### src/pkg/brs_regs.svh
// Register offsets, field positions and reset values of the bridge secondary-side bank
// Functional notes
// - Subordinate bus number: 8-bit read-write field, bits 23:16, reset 00h.
// - Secondary latency timer bits 31:24 read zero; writes ignored.
// - I/O base and limit indicator nibbles read 1h: 32-bit I/O.
// - I/O base bits 7:4 writable, map to address 15:12, low bits zero.
// - I/O limit bits 15:12 writable, map to address 15:12, low bits FFFh.
// - Base and limit bound the I/O range that decides forwarding.
// - Address bits 31:16 of base and limit come from upper-half registers.
// - Status bits 21, 23 and 26:25 read zero; writes ignored.
// - Status bit 24 sets on requester parity error detected or forwarded.
// - Bit 24 never sets while parity error response enable is clear.
// - Status bit 27 sets when completer finishes request with Completer Abort.
// - Status bit 28 sets on received Completion with Completer Abort.
// - Status bit 29 sets on received Completion with Unsupported Request.
// - Status bit 30 sets on sent error message while system-error enable is one.
// - Status bit 31 sets when secondary side receives a poisoned TLP.
`ifndef BRS_REGS_SVH
`define BRS_REGS_SVH

// ****************************************************************
// Offsets
// ****************************************************************
`define BRS_OFS_BUS 8'h18
`define BRS_OFS_IO_STAT 8'h1c
`define BRS_OFS_CTRL 8'h40
`define BRS_OFS_IRQ_MASK 8'h44
`define BRS_OFS_IRQ_STAT 8'h48

// ****************************************************************
// Field positions and values
// ****************************************************************
`define BRS_SUB_BUS_LO 16
`define BRS_SUB_BUS_HI 23
`define BRS_IO_IND_BASE_LO 0
`define BRS_IO_IND_BASE_HI 3
`define BRS_IO_BASE_LO 4
`define BRS_IO_BASE_HI 7
`define BRS_IO_IND_LIM_LO 8
`define BRS_IO_IND_LIM_HI 11
`define BRS_IO_LIM_LO 12
`define BRS_IO_LIM_HI 15
`define BRS_IO_IND_32 4'h1
`define BRS_IO_LOW_BASE 12'h000
`define BRS_IO_LOW_LIM 12'hfff
`define BRS_ST_PAR 24
`define BRS_ST_SIG_CA 27
`define BRS_ST_RCV_CA 28
`define BRS_ST_RCV_UR 29
`define BRS_ST_SERR 30
`define BRS_ST_POISON 31
`define BRS_CTRL_PERR_EN 0
`define BRS_CTRL_SERR_EN 1
`define BRS_NUM_FLAGS 6
`define BRS_FLAGS_HI 5

// ****************************************************************
// Reset values
// ****************************************************************
`define BRS_RST_SUB_BUS 8'h00
`define BRS_RST_IO_NIB 4'h0
`define BRS_RST_FLAGS 6'h00
`define BRS_RST_CTRL 2'h0
`define BRS_RST_WORD 32'h0000_0000

`endif

### src/pkg/brs_pkg.sv
// Types shared by the bridge secondary-side register bank
package brs_pkg;

   // Event flags, same layout for status, interrupt status and mask
   typedef struct packed {
      logic poison;
      logic serr;
      logic rcv_ur;
      logic rcv_ca;
      logic sig_ca;
      logic par;
   } brs_flags_t;

   typedef struct packed {
      logic [7:0] addr;
      logic [31:0] wdata;
      logic wr;
      logic rd;
   } brs_bus_req_t;

   typedef struct packed {
      logic valid;
      logic [31:0] addr;
   } brs_io_req_t;

   typedef struct packed {
      logic [7:0] sub_bus;
      logic [3:0] io_base;
      logic [3:0] io_limit;
      brs_flags_t sec_stat;
      logic [1:0] ctrl;
      brs_flags_t irq_mask;
      brs_flags_t irq_stat;
      logic [31:0] rdata;
      logic irq;
      logic fwd_valid;
      logic fwd_hit;
   } brs_state_t;

endpackage

### src/logic/brs_top.sv
// Bridge secondary-side configuration bank with I/O window decode
`timescale 1ns/1ns
`include "brs_regs.svh"

module brs_top (
   input wire logic core_clk,
   input wire logic arst_n,
   input wire brs_pkg::brs_bus_req_t bus_req,
   output logic [31:0] rdata,
   input wire brs_pkg::brs_flags_t events,
   input wire logic [15:0] io_base_upper,
   input wire logic [15:0] io_limit_upper,
   input wire brs_pkg::brs_io_req_t io_req,
   output logic io_fwd_valid,
   output logic io_fwd_hit,
   output logic [1:0] ctrl,
   output logic irq
);

   // ****************************************************************
   // State
   // ****************************************************************
   brs_pkg::brs_state_t st;
   brs_pkg::brs_state_t next_st;

   logic [31:0] win_base;
   logic [31:0] win_limit;
   logic [31:0] word_bus;
   logic [31:0] word_io;
   brs_pkg::brs_flags_t gated_ev;
   brs_pkg::brs_flags_t w1c;
   brs_pkg::brs_flags_t irq_rd_clr;
   logic wr_bus;
   logic wr_io;
   logic wr_ctrl;
   logic wr_mask;
   wire logic [`BRS_FLAGS_HI:0] next_sec_bits;
   wire logic [`BRS_FLAGS_HI:0] next_irq_bits;

   // ****************************************************************
   // Window and read words
   // ****************************************************************
   // Upper halves belong to separate registers outside this bank
   assign win_base = {io_base_upper, st.io_base, `BRS_IO_LOW_BASE};
   assign win_limit = {io_limit_upper, st.io_limit, `BRS_IO_LOW_LIM};

   always_comb begin
      word_bus = `BRS_RST_WORD;
      // Latency timer and bus numbers held elsewhere read zero
      word_bus[`BRS_SUB_BUS_HI:`BRS_SUB_BUS_LO] = st.sub_bus;
      word_io = `BRS_RST_WORD;
      word_io[`BRS_IO_IND_BASE_HI:`BRS_IO_IND_BASE_LO] = `BRS_IO_IND_32;
      word_io[`BRS_IO_BASE_HI:`BRS_IO_BASE_LO] = st.io_base;
      word_io[`BRS_IO_IND_LIM_HI:`BRS_IO_IND_LIM_LO] = `BRS_IO_IND_32;
      word_io[`BRS_IO_LIM_HI:`BRS_IO_LIM_LO] = st.io_limit;
      word_io[`BRS_ST_PAR] = st.sec_stat.par;
      word_io[`BRS_ST_SIG_CA] = st.sec_stat.sig_ca;
      word_io[`BRS_ST_RCV_CA] = st.sec_stat.rcv_ca;
      word_io[`BRS_ST_RCV_UR] = st.sec_stat.rcv_ur;
      word_io[`BRS_ST_SERR] = st.sec_stat.serr;
      word_io[`BRS_ST_POISON] = st.sec_stat.poison;
   end

   // ****************************************************************
   // Event gating and write decode
   // ****************************************************************
   always_comb begin
      gated_ev = events;
      gated_ev.par = events.par & st.ctrl[`BRS_CTRL_PERR_EN];
      gated_ev.serr = events.serr & st.ctrl[`BRS_CTRL_SERR_EN];
   end

   assign wr_bus = bus_req.wr && (bus_req.addr == `BRS_OFS_BUS);
   assign wr_io = bus_req.wr && (bus_req.addr == `BRS_OFS_IO_STAT);
   assign wr_ctrl = bus_req.wr && (bus_req.addr == `BRS_OFS_CTRL);
   assign wr_mask = bus_req.wr && (bus_req.addr == `BRS_OFS_IRQ_MASK);

   // Bits 27..29 are read-only: software cannot clear them, only reset does
   always_comb begin
      w1c = `BRS_RST_FLAGS;
      if (wr_io) begin
         w1c.par = bus_req.wdata[`BRS_ST_PAR];
         w1c.serr = bus_req.wdata[`BRS_ST_SERR];
         w1c.poison = bus_req.wdata[`BRS_ST_POISON];
      end
   end

   always_comb begin
      irq_rd_clr = `BRS_RST_FLAGS;
      if (bus_req.rd && (bus_req.addr == `BRS_OFS_IRQ_STAT)) begin
         irq_rd_clr = '1;
      end
   end

   // ****************************************************************
   // Sticky flags, one slice per event
   // ****************************************************************
   // A new event wins over a clear in the same cycle, so no event is lost
   generate
      for (genvar i = 0; i < `BRS_NUM_FLAGS; i++) begin : g_flag
         assign next_sec_bits[i] = (st.sec_stat[i] & ~w1c[i]) | gated_ev[i];
         assign next_irq_bits[i] = (st.irq_stat[i] & ~irq_rd_clr[i]) | gated_ev[i];
      end
   endgenerate

   // ****************************************************************
   // Next state
   // ****************************************************************
   always_comb begin
      next_st = st;
      if (wr_bus) begin
         next_st.sub_bus = bus_req.wdata[`BRS_SUB_BUS_HI:`BRS_SUB_BUS_LO];
      end
      if (wr_io) begin
         next_st.io_base = bus_req.wdata[`BRS_IO_BASE_HI:`BRS_IO_BASE_LO];
         next_st.io_limit = bus_req.wdata[`BRS_IO_LIM_HI:`BRS_IO_LIM_LO];
      end
      if (wr_ctrl) begin
         next_st.ctrl = bus_req.wdata[`BRS_CTRL_SERR_EN:`BRS_CTRL_PERR_EN];
      end
      if (wr_mask) begin
         next_st.irq_mask = bus_req.wdata[`BRS_FLAGS_HI:0];
      end
      next_st.sec_stat = next_sec_bits;
      next_st.irq_stat = next_irq_bits;
      next_st.irq = |(next_st.irq_stat & next_st.irq_mask);
      next_st.rdata = `BRS_RST_WORD;
      if (bus_req.rd) begin
         unique case (bus_req.addr)
            `BRS_OFS_BUS: next_st.rdata = word_bus;
            `BRS_OFS_IO_STAT: next_st.rdata = word_io;
            `BRS_OFS_CTRL: begin
               next_st.rdata[`BRS_CTRL_SERR_EN:`BRS_CTRL_PERR_EN] = st.ctrl;
            end
            `BRS_OFS_IRQ_MASK: begin
               next_st.rdata[`BRS_FLAGS_HI:0] = st.irq_mask;
            end
            `BRS_OFS_IRQ_STAT: begin
               next_st.rdata[`BRS_FLAGS_HI:0] = st.irq_stat;
            end
            // Unmapped offsets read zero
            default: next_st.rdata = `BRS_RST_WORD;
         endcase
      end
      next_st.fwd_valid = io_req.valid;
      next_st.fwd_hit = io_req.valid && (io_req.addr >= win_base)
         && (io_req.addr <= win_limit);
   end

   always_ff @(posedge core_clk or negedge arst_n) begin
      if (!arst_n) begin
         st.sub_bus <= `BRS_RST_SUB_BUS;
         st.io_base <= `BRS_RST_IO_NIB;
         st.io_limit <= `BRS_RST_IO_NIB;
         st.sec_stat <= `BRS_RST_FLAGS;
         st.ctrl <= `BRS_RST_CTRL;
         st.irq_mask <= `BRS_RST_FLAGS;
         st.irq_stat <= `BRS_RST_FLAGS;
         st.rdata <= `BRS_RST_WORD;
         st.irq <= 1'b0;
         st.fwd_valid <= 1'b0;
         st.fwd_hit <= 1'b0;
      end else begin
         st <= next_st;
      end
   end

   assign rdata = st.rdata;
   assign io_fwd_valid = st.fwd_valid;
   assign io_fwd_hit = st.fwd_hit;
   assign ctrl = st.ctrl;
   assign irq = st.irq;

endmodule // brs_top

### config.mk
export PLATFORM = sky130hd
export DESIGN_NAME = brs_top
export DESIGN_NICKNAME = d
export VERILOG_FILES = /design/src/pkg/brs_pkg.sv /design/src/logic/brs_top.sv
export VERILOG_INCLUDE_DIRS = /design/src /design/src/pkg
export SDC_FILE = /design/constraint.sdc
export NUM_CORES = 1
export LEC_CHECK = 0
export BUFFER_PORTS_ARGS = -buffer_cell sky130_fd_sc_hd__buf_2
export CELL_PAD_IN_SITES_DETAIL_PLACEMENT = 0
export CELL_PAD_IN_SITES_GLOBAL_PLACEMENT = 1
export CORE_ASPECT_RATIO = 1.4
export CORE_UTILIZATION = 41
export CTS_BUF_LIST = sky130_fd_sc_hd__clkbuf_8
export CTS_CLUSTER_DIAMETER = 50
export CTS_CLUSTER_SIZE = 14
export DETAILED_ROUTE_END_ITERATION = 10
export GPL_TIMING_DRIVEN = 0
export PLACE_DENSITY = 0.95
export RECOVER_POWER = 25
export SYNTH_ARGS = -nofsm -noshare
export SYNTH_HDL_FRONTEND = slang
export SYNTH_SLANG_ARGS = --single-unit
### constraint.sdc
create_clock -name core_clk -period 4.7 [get_ports core_clk]
set_input_delay 0.94 -clock core_clk [delete_from_list [all_inputs] [get_ports core_clk]]
set_output_delay 0.94 -clock core_clk [all_outputs]
set_load 0.1 [all_outputs]
==> impl_results.md <==
* Starting Density at around 42%
* Leakage at between 2 and 3 nW
* Yosys cell types at 47
* Post-synth top area cell: dfrtp_1
* Initial antenna violation count at 0
* Via density at a little under 5
* PortBufs at 137
* Status: completed
* Crit. End Element: flop
* Setup ws final at about 2.3 ns
* Max VDD drop at approximately 210 uV
* Final hold viol count at 0
* Async set-reset flop share out of synthesis at 100%
* Seq/Total Area, Yosys at between 40% and 50%
* Max Clk Rate at 418 MHz
* CTS tree: yes
* Placed Cells at slightly above 600
* RSZ-0062 raised after global routing: no
* ANT nets after route at 0
* HP Class: flop to flop
* Number of global-route vias before repair at approximately 3100
* Final setup fails at 0
* Power per cell area at 294 nW/um2
* Critical path class: primary input to flop
* Setup_tns at 0 ns
* Non-Filler Instances at ~630
* Slew margin rel. at a little under half
* Share of cells above drive strength 1 at 41.3%
* Core box area at 9030 um2
* Period utilization at around 51%
* Clock Sinks at 66
* Post-CTS Setup Inserts at 0
* Warnings, synthesis at 0
* Pin count of the biggest net entering global routing at 67
* Boundary Pins at 152
* Vias post-DR at 3091
* WP data required at 4.93 ns
* Max Buffers Root-to-Sink at 2
* Crit path launch type: primary input
* Clock slew at reported path FFs at roughly 0.070 ns
* Syn Area/Cell at ~10 um2
* Layout area overhead at 28.5%
* Most frequent cells in the layout: buf_2 (133), dfrtp_1 (66), inv_1 (42)
* Top FF cell, synth: dfrtp_1
* Worst clock skew at between 0.006 and 0.007 ns
* Mapped cell area at 3810 um2
* First-pass GRT wire length at around 13000 um
* Die ar. at around 9700 um2
* Tmin final at 2.39 ns
* Share of the synthesized area in the top cell type at a little over two fifths
* Commonest non-fill, non-tap cell in the layout: buf_2
* RePlAce Congestion at between 0.8 and 0.9
* Crit Path Max Fanout at 9
* Slew @ Worst Pin at about 0.79 ns
* Chip height at between 100 and 150 um
* H-tree level count at 3
* Top cells by area, synth: dfrtp_1 (43%), ha_1 (13%), buf_4 (6.7%), mux2_2 (4.7%), inv_1 (4.0%)
* #FFs+latches synth at 66
* Die width at 83.5 um
* Antenna cells at 0
* Fin util at roughly 54%
* Fin. max-slew vios at 0
* Setup slack at placement at ~1.9 ns
* Hold buffer count at CTS at 0
* Post-synth EDFFs at 0
* PostCTS Resize Cnt at 0
* Clock Tree Root: clkbuf_8
* Total track usage at 17.9%
* Nets at 670
* Pre-antenna DRT Iters at 4
* Rows at just over 40
* Placed wire-length estimate at between 7000 and 8000 um
* Routed WL at 8390 um
* Grt total ovfl at 0
* # DRC at 0
* Max-cap violations at 0
* Iter 0 DRT Violations at a little over 100
* Arrival time worst endpoint at 2.62 ns
* Gate Count Post-Synth at roughly 360
* Num CTS Buffers at 9
* Routed wire per std cell at around 13 um
* Worst-Skew Late Latency at about 0.34 ns
==> path summary, 6_finish.rpt <==
path | cells after the start | endpoint | slack [ns] | from
min in group asynchronous | 1 | rdata[17] | 0.67 | arst_n
worst max register to register | 6 | io_fwd_hit | 2.90 | st[59]
worst min register to register | 1 | st[50] | 0.47 | st[50]
max in group asynchronous | 1 | st[62] | 3.50 | arst_n
worst min-delay path | 1 | st[50] | 0.47 | st[50]
worst max-delay path | 6 | st[59] | 2.31 | bus_req[35]
==> Yosys cell counts (all sizes together) (4+ instances only) <==
master  instances
a21o           10
a21oi          15
a22o            4
a22oi           7
and2           11
and3           13
and4            4
buf            37
dfrtp          66
ha             40
inv            41
mux2           17
nand2          22
nand3           6
nand4          10
nor2           11
nor2b           6
nor4            4
o21ai          11
or2             5
==> state kept, by name, indices dropped and copies added (netlist names) <==
name	cells
irq	1
rdata	27
ctrl	2
st	34
io_fwd_valid	1
io_fwd_hit	1
==> cell families (layout without fill, tap and decap cells) <==
logic type                 Yosys count  in the layout  share of synthesized area (%)
muxes                               19             19                           5.55
and+or+nand+nor                    100            100                           16.0
other                                1              5                         0.0985
buffers and inverters               80            233                           11.7
AOI/OAI and AO/OA                   57             57                           10.2
DFF                                 66             66                           43.4
adders and majority gates           40             40                           13.1
==> where the power goes <==
group	total [mW]	switching, mW	internal (mW)
registers	0.611	0.0145	0.596
logic	0.250	0.150	0.100
clock network	0.579	0.200	0.379
==> cell type report <==
type | instances | area, um2
tap | 107 | 134
clock inverter | 5 | 101
clock buffer | 11 | 151
inverter | 41 | 154
buffer | 39 | 290
multi-input combinational | 221 | 1730
sequential | 66 | 1650
fill | 820 | 4140
timing repair buffer | 137 | 683
==> worst max-delay path, cell delays in order <==
cell    delay (ns)
buf_2         0.11
or4_4         0.55
nor3_4        0.34
and2_1        0.20
buf_6         0.14
mux2_1        0.33
==> stage by stage <==
stage	cell area [um2]	power (mW)	hold slack (ns)
floorplan	3820	0.771	0.428
global placement	4640	0.860	0.443
detailed placement	4640	0.871	0.445
CTS	4900	1.45	0.465
global route	4890	1.51	0.491
finish	4890	1.44	0.472
==> metal layers <==
layer | vias up | share of wire [%] | track usage (%)
met5 | - | 0 | 0
met4 | 0 | 3.5 | 10.3
met3 | 23 | 5.8 | 4.84
met2 | 100 | 55 | 34.2
met1 | 1443 | 36 | 17.4
li1 | 1525 | - | -
No activity file was read; power rests on OpenSTA's default activity.
